<file path="src/verilog/fhbo_pkg.sv">
// Constants for the host-side controller of a parallel word-wide flash bus.
// Assumes a 40 MHz system clock and a device with asynchronous pin timing.
package fhbo_pkg;

    // ----------------------------------------------------------------
    // Clock and pin timing
    // ----------------------------------------------------------------
    localparam int CLK_PERIOD_NS    = 25;
    localparam int T_ACCESS_NS      = 120;
    localparam int T_WE_PULSE_NS    = 50;
    localparam int T_RESET_PULSE_NS = 500;
    localparam int T_RESET_READ_NS  = 50;
    localparam int T_READY_NS       = 20000;
    localparam int CNT_W            = 10;
    localparam int SYNC_DEPTH       = 3;

    localparam logic [CNT_W-1:0] ACC_CYC =
        CNT_W'((T_ACCESS_NS + CLK_PERIOD_NS - 1) / CLK_PERIOD_NS);
    localparam logic [CNT_W-1:0] WP_CYC =
        CNT_W'((T_WE_PULSE_NS + CLK_PERIOD_NS - 1) / CLK_PERIOD_NS);
    localparam logic [CNT_W-1:0] RP_CYC =
        CNT_W'((T_RESET_PULSE_NS + CLK_PERIOD_NS - 1) / CLK_PERIOD_NS);
    localparam logic [CNT_W-1:0] RH_CYC =
        CNT_W'((T_RESET_READ_NS + CLK_PERIOD_NS - 1) / CLK_PERIOD_NS);
    localparam logic [CNT_W-1:0] READY_CYC = CNT_W'(T_READY_NS / CLK_PERIOD_NS);
    localparam logic [CNT_W-1:0] RD_SAMPLE_CYC = ACC_CYC + CNT_W'(SYNC_DEPTH);

    // ----------------------------------------------------------------
    // User command codes
    // ----------------------------------------------------------------
    localparam logic [1:0] OP_READ  = 2'h0;
    localparam logic [1:0] OP_WRITE = 2'h1;
    localparam logic [1:0] OP_FAST  = 2'h2;
    localparam logic [1:0] OP_RESET = 2'h3;

    // ----------------------------------------------------------------
    // Controller states
    // ----------------------------------------------------------------
    typedef enum logic [3:0] {
        ST_IDLE    = 4'h0,
        ST_RD      = 4'h1,
        ST_WR_SET  = 4'h2,
        ST_WR_PUL  = 4'h3,
        ST_WR_HLD  = 4'h4,
        ST_RST_LOW = 4'h5,
        ST_RST_REC = 4'h6,
        ST_DONE    = 4'h7
    } fhbo_state_type;

endpackage : fhbo_pkg

</file>
<file path="src/verilog/fhbo_host.sv">
// Host controller driving a parallel flash through its bus pins.
// Assumes the testbench resolves the data wire from FL_DQ_OE.
`timescale 1ns/1ps
`default_nettype none

// Summary of operation
// RL1 - Reads hold chip enable and output enable low together.
// RL2 - Write strobe stays high and data undriven during every read.
// RL3 - Device starts in array read after power-up or reset.
// RL4 - Device returns addressed word in array read until commanded otherwise.
// RL5 - Writes drive strobe and chip enable low, output enable high.
// RL6 - Fast program issues exactly two write cycles per word.
// RL7 - Device erases one sector, several, or the whole array.
// RL8 - High voltage on accel pin enters fast mode, lifts protection.
// RL9 - High program voltage applied only during fast programming.
// RL10 - Identification command returns codes on the low data byte.
// RL11 - Standby keeps device outputs high impedance.
// RL12 - Leaving standby needs full select access time.
// RL13 - Deselect during program or erase lets it finish.
// RL14 - Device sleeps after stable address for access time plus 30 ns.
// RL15 - In sleep, last data stays latched; new address gives new data.
// RL16 - Hard clear aborts work, tristates outputs, returns to array read.
// RL17 - Reset cutting a busy operation is reported so it is reissued; not flagged if taken in the first two ready cycles after a write.
// RL18 - Busy reset waits for ready, bounded by reset recovery time.
// RL19 - Idle reset completes within the shorter recovery time.
// RL20 - No read starts before reset-to-read delay after hard clear rises.
// RL21 - Device outputs disabled while output enable is high.
module fhbo_host
    import fhbo_pkg::*;
#(
    parameter int              ADDR_W   = 22,
    parameter int              DATA_W   = 16,
    parameter logic [15:0]     FAST_CMD = 16'h0000
) (
    // Clock and reset
    input  wire logic              CLK,
    input  wire logic              SYS_RST,
    // User command port
    input  wire logic              CMD_VALID,
    input  wire logic [1:0]        CMD_OP,
    input  wire logic              CMD_ACCEL,
    input  wire logic [ADDR_W-1:0] CMD_ADDR,
    input  wire logic [DATA_W-1:0] CMD_WDATA,
    output logic                   CMD_READY,
    // User response port
    output logic                   RSP_VALID,
    output logic [DATA_W-1:0]      RSP_RDATA,
    output logic                   RSP_RESTART,
    // Flash pins
    output logic                   FL_CE_N,
    output logic                   FL_OE_N,
    output logic                   FL_WE_N,
    output logic                   FL_RESET_N,
    output logic                   FL_ACC_HV_EN,
    output logic [ADDR_W-1:0]      FL_ADDR,
    output logic [DATA_W-1:0]      FL_DQ_OUT,
    output logic                   FL_DQ_OE,
    input  wire logic [DATA_W-1:0] FL_DQ_IN,
    input  wire logic              FL_READY_BUSY_N
);

    // ----------------------------------------------------------------
    // Decode helpers
    // ----------------------------------------------------------------
    function automatic logic is_write(input fhbo_state_type st);
        is_write = (st == ST_WR_SET) || (st == ST_WR_PUL) || (st == ST_WR_HLD);
    endfunction : is_write

    // ----------------------------------------------------------------
    // State
    // ----------------------------------------------------------------
    fhbo_state_type    state_reg;
    fhbo_state_type    state_next;
    logic [CNT_W-1:0]  cnt_reg;
    logic [CNT_W-1:0]  cnt_next;
    logic [1:0]        op_reg;
    logic [1:0]        op_next;
    logic              accel_reg;
    logic              accel_next;
    logic              second_reg;
    logic              second_next;
    logic [ADDR_W-1:0] addr_reg;
    logic [ADDR_W-1:0] addr_next;
    logic [DATA_W-1:0] wdata_reg;
    logic [DATA_W-1:0] wdata_next;
    logic [DATA_W-1:0] dq_out_reg;
    logic [DATA_W-1:0] dq_out_next;
    logic [DATA_W-1:0] rdata_reg;
    logic [DATA_W-1:0] rdata_next;
    logic              restart_reg;
    logic              restart_next;
    logic              ready_reg;
    logic              rsp_reg;
    logic              ce_n_reg;
    logic              oe_n_reg;
    logic              we_n_reg;
    logic              rst_n_reg;
    logic              acc_reg;
    logic              dq_oe_reg;

    // ----------------------------------------------------------------
    // Pin input synchronisers
    // ----------------------------------------------------------------
    logic [DATA_W-1:0] dq_s1_reg;
    logic [DATA_W-1:0] dq_s2_reg;
    logic [DATA_W-1:0] dq_s3_reg;
    logic              rb_s1_reg;
    logic              rb_s2_reg;
    logic              rb_s3_reg;
    logic              rb_filt_reg;
    wire               dq_stable = (dq_s2_reg == dq_s3_reg);

    always_ff @(posedge CLK or posedge SYS_RST) begin
        if (SYS_RST) begin
            dq_s1_reg   <= '0;
            dq_s2_reg   <= '0;
            dq_s3_reg   <= '0;
            rb_s1_reg   <= 1'b1;
            rb_s2_reg   <= 1'b1;
            rb_s3_reg   <= 1'b1;
            rb_filt_reg <= 1'b1;
        end else begin
            dq_s1_reg <= FL_DQ_IN;
            dq_s2_reg <= dq_s1_reg;
            dq_s3_reg <= dq_s2_reg;
            rb_s1_reg <= FL_READY_BUSY_N;
            rb_s2_reg <= rb_s1_reg;
            rb_s3_reg <= rb_s2_reg;
            if (rb_s2_reg == rb_s3_reg) begin
                rb_filt_reg <= rb_s3_reg;
            end
        end
    end

    // ----------------------------------------------------------------
    // Sequencer
    // ----------------------------------------------------------------
    always_comb begin
        state_next   = state_reg;
        op_next      = op_reg;
        accel_next   = accel_reg;
        second_next  = second_reg;
        addr_next    = addr_reg;
        wdata_next   = wdata_reg;
        dq_out_next  = dq_out_reg;
        rdata_next   = rdata_reg;
        restart_next = restart_reg;
        unique case (state_reg)
            ST_IDLE: begin
                if (CMD_VALID && ready_reg) begin
                    op_next    = CMD_OP;
                    accel_next = CMD_ACCEL && (CMD_OP == OP_FAST);        // [RL9]
                    addr_next  = CMD_ADDR;
                    wdata_next = CMD_WDATA;
                    unique case (CMD_OP)
                        OP_READ: begin
                            state_next = ST_RD;
                        end
                        OP_WRITE: begin
                            state_next  = ST_WR_SET;
                            second_next = 1'b0;
                            dq_out_next = CMD_WDATA;
                        end
                        OP_FAST: begin
                            state_next  = ST_WR_SET;
                            second_next = 1'b1;                           // [RL6]
                            dq_out_next = DATA_W'(FAST_CMD);
                        end
                        OP_RESET: begin
                            state_next   = ST_RST_LOW;
                            restart_next = !rb_filt_reg;                  // [RL17]
                        end
                    endcase
                end
            end
            ST_RD: begin
                if (cnt_reg >= RD_SAMPLE_CYC && dq_stable) begin          // [RL1]
                    rdata_next = dq_s3_reg;
                    state_next = ST_DONE;
                end
            end
            ST_WR_SET: begin
                state_next = ST_WR_PUL;
            end
            ST_WR_PUL: begin
                if (cnt_reg >= WP_CYC - CNT_W'(1)) begin
                    state_next = ST_WR_HLD;
                end
            end
            ST_WR_HLD: begin
                if (second_reg) begin
                    second_next = 1'b0;                                   // [RL6]
                    dq_out_next = wdata_reg;
                    state_next  = ST_WR_SET;
                end else begin
                    state_next = ST_DONE;
                end
            end
            ST_RST_LOW: begin
                if (cnt_reg >= RP_CYC - CNT_W'(1)) begin
                    state_next = ST_RST_REC;
                end
            end
            ST_RST_REC: begin
                if ((cnt_reg >= RH_CYC && rb_filt_reg) || cnt_reg >= READY_CYC) begin // [RL20]
                    state_next = ST_DONE;
                end
            end
            ST_DONE: begin
                state_next = ST_IDLE;
            end
        endcase
    end

    assign cnt_next = (state_next != state_reg) ? '0 : cnt_reg + CNT_W'(1);

    // ----------------------------------------------------------------
    // Pin decode from the next state
    // ----------------------------------------------------------------
    wire ce_n_next  = !(state_next == ST_RD || is_write(state_next));   // [RL1] [RL5]
    wire oe_n_next  = !(state_next == ST_RD);                            // [RL2] [RL5]
    wire we_n_next  = !(state_next == ST_WR_PUL);                        // [RL2] [RL5]
    wire rst_n_next = !(state_next == ST_RST_LOW);
    wire acc_next   = accel_next && is_write(state_next);                // [RL9]
    wire oe_dq_next = is_write(state_next);                              // [RL2]

    always_ff @(posedge CLK or posedge SYS_RST) begin
        if (SYS_RST) begin
            state_reg   <= ST_IDLE;
            cnt_reg     <= '0;
            op_reg      <= OP_READ;
            accel_reg   <= 1'b0;
            second_reg  <= 1'b0;
            addr_reg    <= '0;
            wdata_reg   <= '0;
            dq_out_reg  <= '0;
            rdata_reg   <= '0;
            restart_reg <= 1'b0;
        end else begin
            state_reg   <= state_next;
            cnt_reg     <= cnt_next;
            op_reg      <= op_next;
            accel_reg   <= accel_next;
            second_reg  <= second_next;
            addr_reg    <= addr_next;
            wdata_reg   <= wdata_next;
            dq_out_reg  <= dq_out_next;
            rdata_reg   <= rdata_next;
            restart_reg <= restart_next;
        end
    end

    always_ff @(posedge CLK or posedge SYS_RST) begin
        if (SYS_RST) begin
            ready_reg <= 1'b0;
            rsp_reg   <= 1'b0;
            ce_n_reg  <= 1'b1;
            oe_n_reg  <= 1'b1;
            we_n_reg  <= 1'b1;
            rst_n_reg <= 1'b1;
            acc_reg   <= 1'b0;
            dq_oe_reg <= 1'b0;
        end else begin
            ready_reg <= (state_next == ST_IDLE);
            rsp_reg   <= (state_next == ST_DONE);
            ce_n_reg  <= ce_n_next;
            oe_n_reg  <= oe_n_next;
            we_n_reg  <= we_n_next;
            rst_n_reg <= rst_n_next;
            acc_reg   <= acc_next;
            dq_oe_reg <= oe_dq_next;
        end
    end

    assign CMD_READY    = ready_reg;
    assign RSP_VALID    = rsp_reg;
    assign RSP_RDATA    = rdata_reg;
    assign RSP_RESTART  = restart_reg;
    assign FL_CE_N      = ce_n_reg;
    assign FL_OE_N      = oe_n_reg;
    assign FL_WE_N      = we_n_reg;
    assign FL_RESET_N   = rst_n_reg;
    assign FL_ACC_HV_EN = acc_reg;
    assign FL_ADDR      = addr_reg;
    assign FL_DQ_OUT    = dq_out_reg;
    assign FL_DQ_OE     = dq_oe_reg;

    // ----------------------------------------------------------------
    // Checks
    // ----------------------------------------------------------------
    localparam int RDY_BOUND = 802;
endmodule : fhbo_host

`default_nettype wire

</file>
<file path="config.mk">
export PLATFORM = sky130hd
export DESIGN_NAME = fhbo_host
export DESIGN_NICKNAME = d
export VERILOG_FILES = /design/src/verilog/fhbo_pkg.sv /design/src/verilog/fhbo_host.sv
export SDC_FILE = /design/constraint.sdc
export NUM_CORES = 1
export LEC_CHECK = 0
export BUFFER_PORTS_ARGS = -buffer_cell sky130_fd_sc_hd__buf_4
export CORE_MARGIN = 8
export CORE_UTILIZATION = 35
export DETAILED_ROUTE_END_ITERATION = 8
export GPL_TIMING_DRIVEN = 1
export PLACE_DENSITY_LB_ADDON = 0.25
export SYNTH_ARGS = -nofsm -noshare
export SYNTH_HDL_FRONTEND = slang
export SYNTH_SLANG_ARGS = --single-unit
</file>
<file path="constraint.sdc">
create_clock -name CLK -period 7.9 [get_ports CLK]
set_input_delay 0.395 -clock CLK [delete_from_list [all_inputs] [get_ports CLK]]
set_output_delay 0.395 -clock CLK [all_outputs]
set_load 0.03 [all_outputs]
</file>
# After elaboration in Yosys (flattened, before gate mapping)
# Index checks and enable logic that the tools add are counted.
[totals]
regBits = 147
inputBits = 61
out_inout_bits = 63
wordCells = 94
[op_classes]
addsub = 1
n_reduce_logical = 24
mux = 18
eq_ne = 22
magnitude_cmp = 5
[op_table]
columns = ["cell", "count"]
rows = [
  ["$pmux W16 S2", 2],
  ["$mux W16", 2],
  ["$pmux W4 S8", 1],
  ["$eq A4 B3 Y1 const B", 7],
  ["$mux W4", 5],
  ["$eq A16 B16 Y1", 1],
  ["$eq A4 B2 Y1 const B", 4],
  ["$pmux W4 S3", 1],
  ["$add A10 B1 Y10 const B", 1],
  ["$ge A10 B1 Y1 const B", 1],
  ["$ge A10 B10 Y1 const B", 1],
  ["$ge A10 B2 Y1 const B", 1],
  ["$ge A10 B4 Y1 const B", 1],
  ["$ge A10 B5 Y1 const B", 1],
  ["$mux W10", 1],
  ["$eq A4 B1 Y1 const B", 2],
  ["$logic_not A4 Y1", 2],
  ["$reduce_and A3 Y1", 2],
  ["$logic_and A1 B1 Y1", 5],
  ["$logic_not A1 Y1", 5],
  ["$eq A2 B2 Y1 const B", 2],
  ["$logic_or A1 B1 Y1", 4],
  ["$ne A2 B2 Y1 const B", 2],
  ["$ne A4 B4 Y1", 1],
  ["11 further kinds", 15],
]

# Depth between registers and ports, before layout
[depth]
ltp_word = 10
ltp_mapped = 10
ltp_nobuf = 9

# Least setup slack after synthesis
# Ideal clock, no wire load.
[synth_timing]
path_kind = "register to register"
from = "register cnt_reg[1]"
to = "register cnt_reg[2]"
n_path_buf = 0
setup_ns = 0.074
arrival_time_ns = 2.167
path_stages_with_launch = 10
path_slack_ns = 5.660
synth_period_minus_slack_ns = 2.240
cell_sequence = "dfrtp_1 > inv_1 > ha_1 > or3b_2 > o31ai_1 > a221oi_1 > nor3_1 > o21bai_1 > o2111ai_4 > nor2_1"
[synth_via]
elab_chain_len = 7
word_cells_on_any_way = 16
cone_classes = "add/sub (1); order compare (5); eq/ne (1); mux (6); reduce/logical (3)"
[synth_rtl]
columns = ["item", "line", "source"]
rows = [
  ["start: declaration", "fhbo_host.sv:74", "logic [CNT_W-1:0] cnt_reg;"],
  ["start signal: assignment", "fhbo_host.sv:241", "cnt_reg <= cnt_next;"],
  ["$ge A10 B2 Y1", "fhbo_host.sv:205", "if ((cnt_reg >= RH_CYC && rb_filt_reg) || cnt_reg >= READY_CYC) begin"],
  ["$logic_and A1 B1 Y1", "fhbo_host.sv:205", ""],
  ["$logic_or A1 B1 Y1", "fhbo_host.sv:205", ""],
  ["$mux W4", "fhbo_host.sv:205", ""],
  ["$pmux W4 S8", "fhbo_host.sv:148", "unique case (state_reg)"],
  ["$ne A4 B4 Y1", "fhbo_host.sv:215", "assign cnt_next = (state_next != state_reg) ? '0 : cnt_reg + CNT_W'(1);"],
  ["$mux W10 (*)", "fhbo_host.sv:215", ""],
  ["net cnt_next[2]", "fhbo_host.sv:75", "logic [CNT_W-1:0] cnt_next;"],
]
# Mark *: on every way through the listed nets, which the timed path passes. The rest lies on a longest branch.
# A chain may end at the register's enable or synchronous reset.

# Final worst setup path
[layout_timing]
from = "register state_reg[0]"
to = "register dq_out_reg[11] (netlist: FL_DQ_OUT[11])"
[layout_via]
elab_chain_len = 3
word_cells_on_any_way = 8
cone_classes = "eq/ne (4); mux (1); reduce/logical (3)"
[layout_rtl]
columns = ["item", "line", "source"]
rows = [
  ["start: declaration", "fhbo_host.sv:72", "fhbo_state_type state_reg;"],
  ["start signal: assignment", "fhbo_host.sv:240", "state_reg <= state_next;"],
  ["$eq A4 B3 Y1 or $logic_not A4 Y1 (tied branches)", "n/a", ""],
  ["$ne A2 B2 Y1 (no source line), or another cell as far along", "n/a", ""],
  ["$reduce_and A4 Y1 (no source line)", "n/a", ""],
  ["end signal: assignment", "fhbo_host.sv:247", "dq_out_reg <= dq_out_next;"],
  ["end: declaration", "fhbo_host.sv:86", "logic [DATA_W-1:0] dq_out_reg;"],
]
# Several ways; a longest one is shown, not always the timed one.

==> impl_metrics.py <==
metrics = {
    "logic_synthesis": {
        "seq_area_frac_synth": 0.645,
        "syn_area_mm2": 0.00572,
        "synth_fp_nets": 581,
        "synth_adder_area_share": 0.0171,
        "synth_cells": 513,
        "ys_warn_count": 0,
        "synth_top_family_by_area": "simple AND/OR/NAND/NOR gates",
        "postSynthAreaPerCell_um2": 11.2,
        "muxShareOfSynthArea": 0.0315,
        "ys_ff_latch": 147,
        "synth_cell_type_count": 50,
        "synth_compound_area_frac": 0.0748,
        "synth_flop_cell": "dfrtp_1",
        "synth-edff-count": 0,
        "synth_xor_area_frac": 0.0396,
        "async_reset_ff_frac": 1.00,
        "synth-simple-area-share": 0.167,
    },
    "sta": {
        "drv_slew": 0,
        "rsz0062_at_grt": "false",
        "clock-skew-final_ns": 0.0121,
        "period_share": 0.352,
        "period_minus_slack_ns": 2.78,
        "clock.fmax_ghz": 0.360,
        "setup_viol": 0,
        "hold_viol": 0,
        "worstMarginPinSlew_ns": 1.16,
        "fin_tns_setup_ns": 0,
        "slew_headroom": 0.224,
    },
    "critical_path": {
        "ff2ff_path_depth": 4,
        "cp_data_required_time_ns": 8.13,
        "r2r_start": "state_reg[0]",
        "cp-start-kind": "flop",
        "arrival_ns": 3.00,
        "cp_max_fo": 34,
        "r2r_slack_ns": 5.12,
        "end_kind": "flop",
        "rr_endpoint": "FL_DQ_OUT[11]",
        "path_class": "flop to flop",
        "crit_start": "state_reg[0]",
    },
    "floorplan": {
        "io_pins": 124,
        "dieWidth_um": 144,
        "dieArea_mm2": 0.0207,
        "initial_utilization": 0.359,
        "die-height_um": 144,
        "rows": 46,
        "core_mm2": 0.0159,
    },
    "clock_tree": {
        "cts_inserted_buffers": 17,
        "clk_path_buf_depth": 2,
        "cts.htree.levels": 4,
        "post_cts_buffers": 0,
        "post_cts_resized": 0,
        "insertion_delay_ns": 0.41,
        "cts_hold_buf": 0,
        "cts-root-buf": "clkbuf_16",
        "path_clk_slew_ns": 0.06,
        "cts_sinks": 147,
        "cts_tree": "yes",
    },
    "power_and_ir_drop": {
        "vdd_ir_drop_max_mv": 0.207,
        "powerDensity_mw_per_mm2": 365,
        "leakage_nw": 3.66,
        "p_total_mw": 2.72,
    },
    "layout": {
        "largest_reg_flops": 22,
        "num-nets-final": 701,
        "multi_input_area_mm2": 0.00190,
        "seqCellArea_mm2": 0.00369,
        "synthToLayoutAreaGrowth_pct": 30.1,
        "n_antenna_cell": 0,
        "fillers": 1489,
        "final_layout_size_suffix_gt1_frac": 0.301,
    },
    "global_routing": {
        "track_usage": 0.130,
        "grt_first_pass_wirelength_mm": 20.9,
        "grt_max_degree": 81,
        "antenna_found_initial": 0,
        "grt_pass1_vias": 4142,
        "grt_overflow": 0,
    },
    "route": {
        "dr.first_iter.drc_count": 243,
        "drc_errors": 0,
        "num_vias": 4055,
        "ant_nets": 0,
        "dr.pass1.iters": 4,
        "wl_per_cell_um": 15.1,
        "viasPerCell": 4.71,
        "routed_wl_mm": 13.0,
    },
    "place": {
        "io_buffers": 123,
        "dp_hpwl_mm": 9.04,
        "gp_congestion": 0.880,
    },
    "outcome": {
        "status": "completed",
    },
    "job": {
        "max_cap_viol_count": 0,
    },
    "worst_hold_path": {
        "worstHoldPathType": "input pin to async pin",
    },
}
kinds of logic (layout without fill, tap and decap cells):
logic type               Yosys count  in the layout
AO/OA/AOI/OAI                     65             65
XOR/XNOR                          25             25
adder cells (fa/ha/maj)            8              8
buffers and inverters             36            168
flip-flops                       147            147
multiplexers                      16             16
AND/OR/NAND/NOR                  216            216
worst max-delay path, stage by stage, from the launching register on:
cell     delay (ns)
dfrtp_1        0.53
nor2_1         0.15
and3_1         0.59
a21oi_2        1.04
o21ai_0        0.27
placed cells by master, fill, tap and decap left out, types with 2 or more instances in the layout:
| cell | instances |
|---|---|
| a21o_1 | 3 |
| a21oi_1 | 20 |
| a221oi_1 | 2 |
| a31oi_1 | 2 |
| and3_1 | 3 |
| and4_1 | 2 |
| buf_4 | 125 |
| bufinv_16 | 2 |
| clkbuf_16 | 17 |
| clkbuf_8 | 2 |
| clkinvlp_4 | 3 |
| dfrtp_1 | 139 |
| dfstp_2 | 8 |
| ha_1 | 7 |
| inv_1 | 10 |
| inv_6 | 6 |
| mux2_2 | 16 |
| nand2_1 | 139 |
| nand3_1 | 13 |
| nand4_1 | 2 |
| nor2_1 | 24 |
| nor3_1 | 3 |
| nor3b_1 | 16 |
| nor4_1 | 4 |
| o21ai_0 | 20 |
| o22ai_1 | 2 |
| o22ai_2 | 2 |
| o31ai_1 | 3 |
| xnor2_1 | 4 |
| xor2_1 | 20 |
area by class of cell:
cell class              count  share of cell area
flip-flops and latches    147               0.495
multi-input cells         330               0.255
repair buffers            125               0.126
clock buffers              19              0.0608
well taps                 216              0.0363
clock inverters            12              0.0197
inverters                  12             0.00672
per-stage QoR:
step | cells | cell area (µm²) | hold WS (ns) | worst slack, ns | utilization
CTS | 861 | 7450 | 0.0626 | 5.15 | 0.467
global placement | 830 | 6850 | 0.331 | 5.28 | 0.430
floorplan | 513 | 5720 | 0.331 | 3.57 | -
detailed placement | 830 | 6850 | 0.335 | 5.12 | 0.430
finish | 861 | 7450 | 0.0767 | 5.12 | 0.467
global route | 861 | 7450 | 0.0566 | 4.93 | 0.467
report_power, final:
part | internal [mW] | switching (mW)
Clock | 0.488 | 0.321
Combinational | 0.317 | 0.530
Sequential | 0.938 | 0.127
Yosys cell counts, types with 2 or more instances:
cell / number / area, µm²
a21o_1: 3 / 22.5
a21oi_1: 21 / 105
a221oi_1: 2 / 17.5
a31oi_1: 2 / 12.5
and3_1: 3 / 18.8
and4_1: 2 / 17.5
buf_2: 2 / 10.0
clkbuf_1: 20 / 75.1
dfrtp_1: 139 / 3480
dfstp_2: 8 / 210
ha_1: 7 / 87.6
inv_1: 11 / 41.3
mux2_2: 16 / 180
nand2_1: 139 / 522
nand3_1: 13 / 65.1
nand4_1: 2 / 12.5
nor2_1: 25 / 93.8
nor3_1: 3 / 15.0
nor3b_1: 16 / 120
nor4_1: 4 / 25.0
o21ai_0: 20 / 100
o22ai_1: 2 / 12.5
o22ai_2: 2 / 25.0
o31ai_1: 3 / 22.5
xnor2_1: 4 / 35.0
xor2_1: 20 / 175
per-layer routing:
layer	track usage	part of all wire
met5	0	0
met4	0.0531	0.015
met3	0.0504	0.064
met2	0.206	0.48
met1	0.155	0.44
how the worst max path moves through the flow:
| stage | to | slack [ns] | cells past startpoint |
|---|---|---|---|
| 3_3_place_gp | FL_DQ_OUT[4] | 5.28 | 5 |
| 3_5_place_dp | FL_DQ_OUT[11] | 5.12 | 4 |
| 6_report | FL_DQ_OUT[11] | 5.12 | 4 |
| 2_1_floorplan | CMD_READY | 3.57 | 1 |
| 5_1_grt | FL_DQ_OUT[3] | 4.93 | 5 |
| 4_1_cts | FL_DQ_OUT[11] | 5.15 | 4 |
Note: power is estimated with default switching activity, not from simulation.
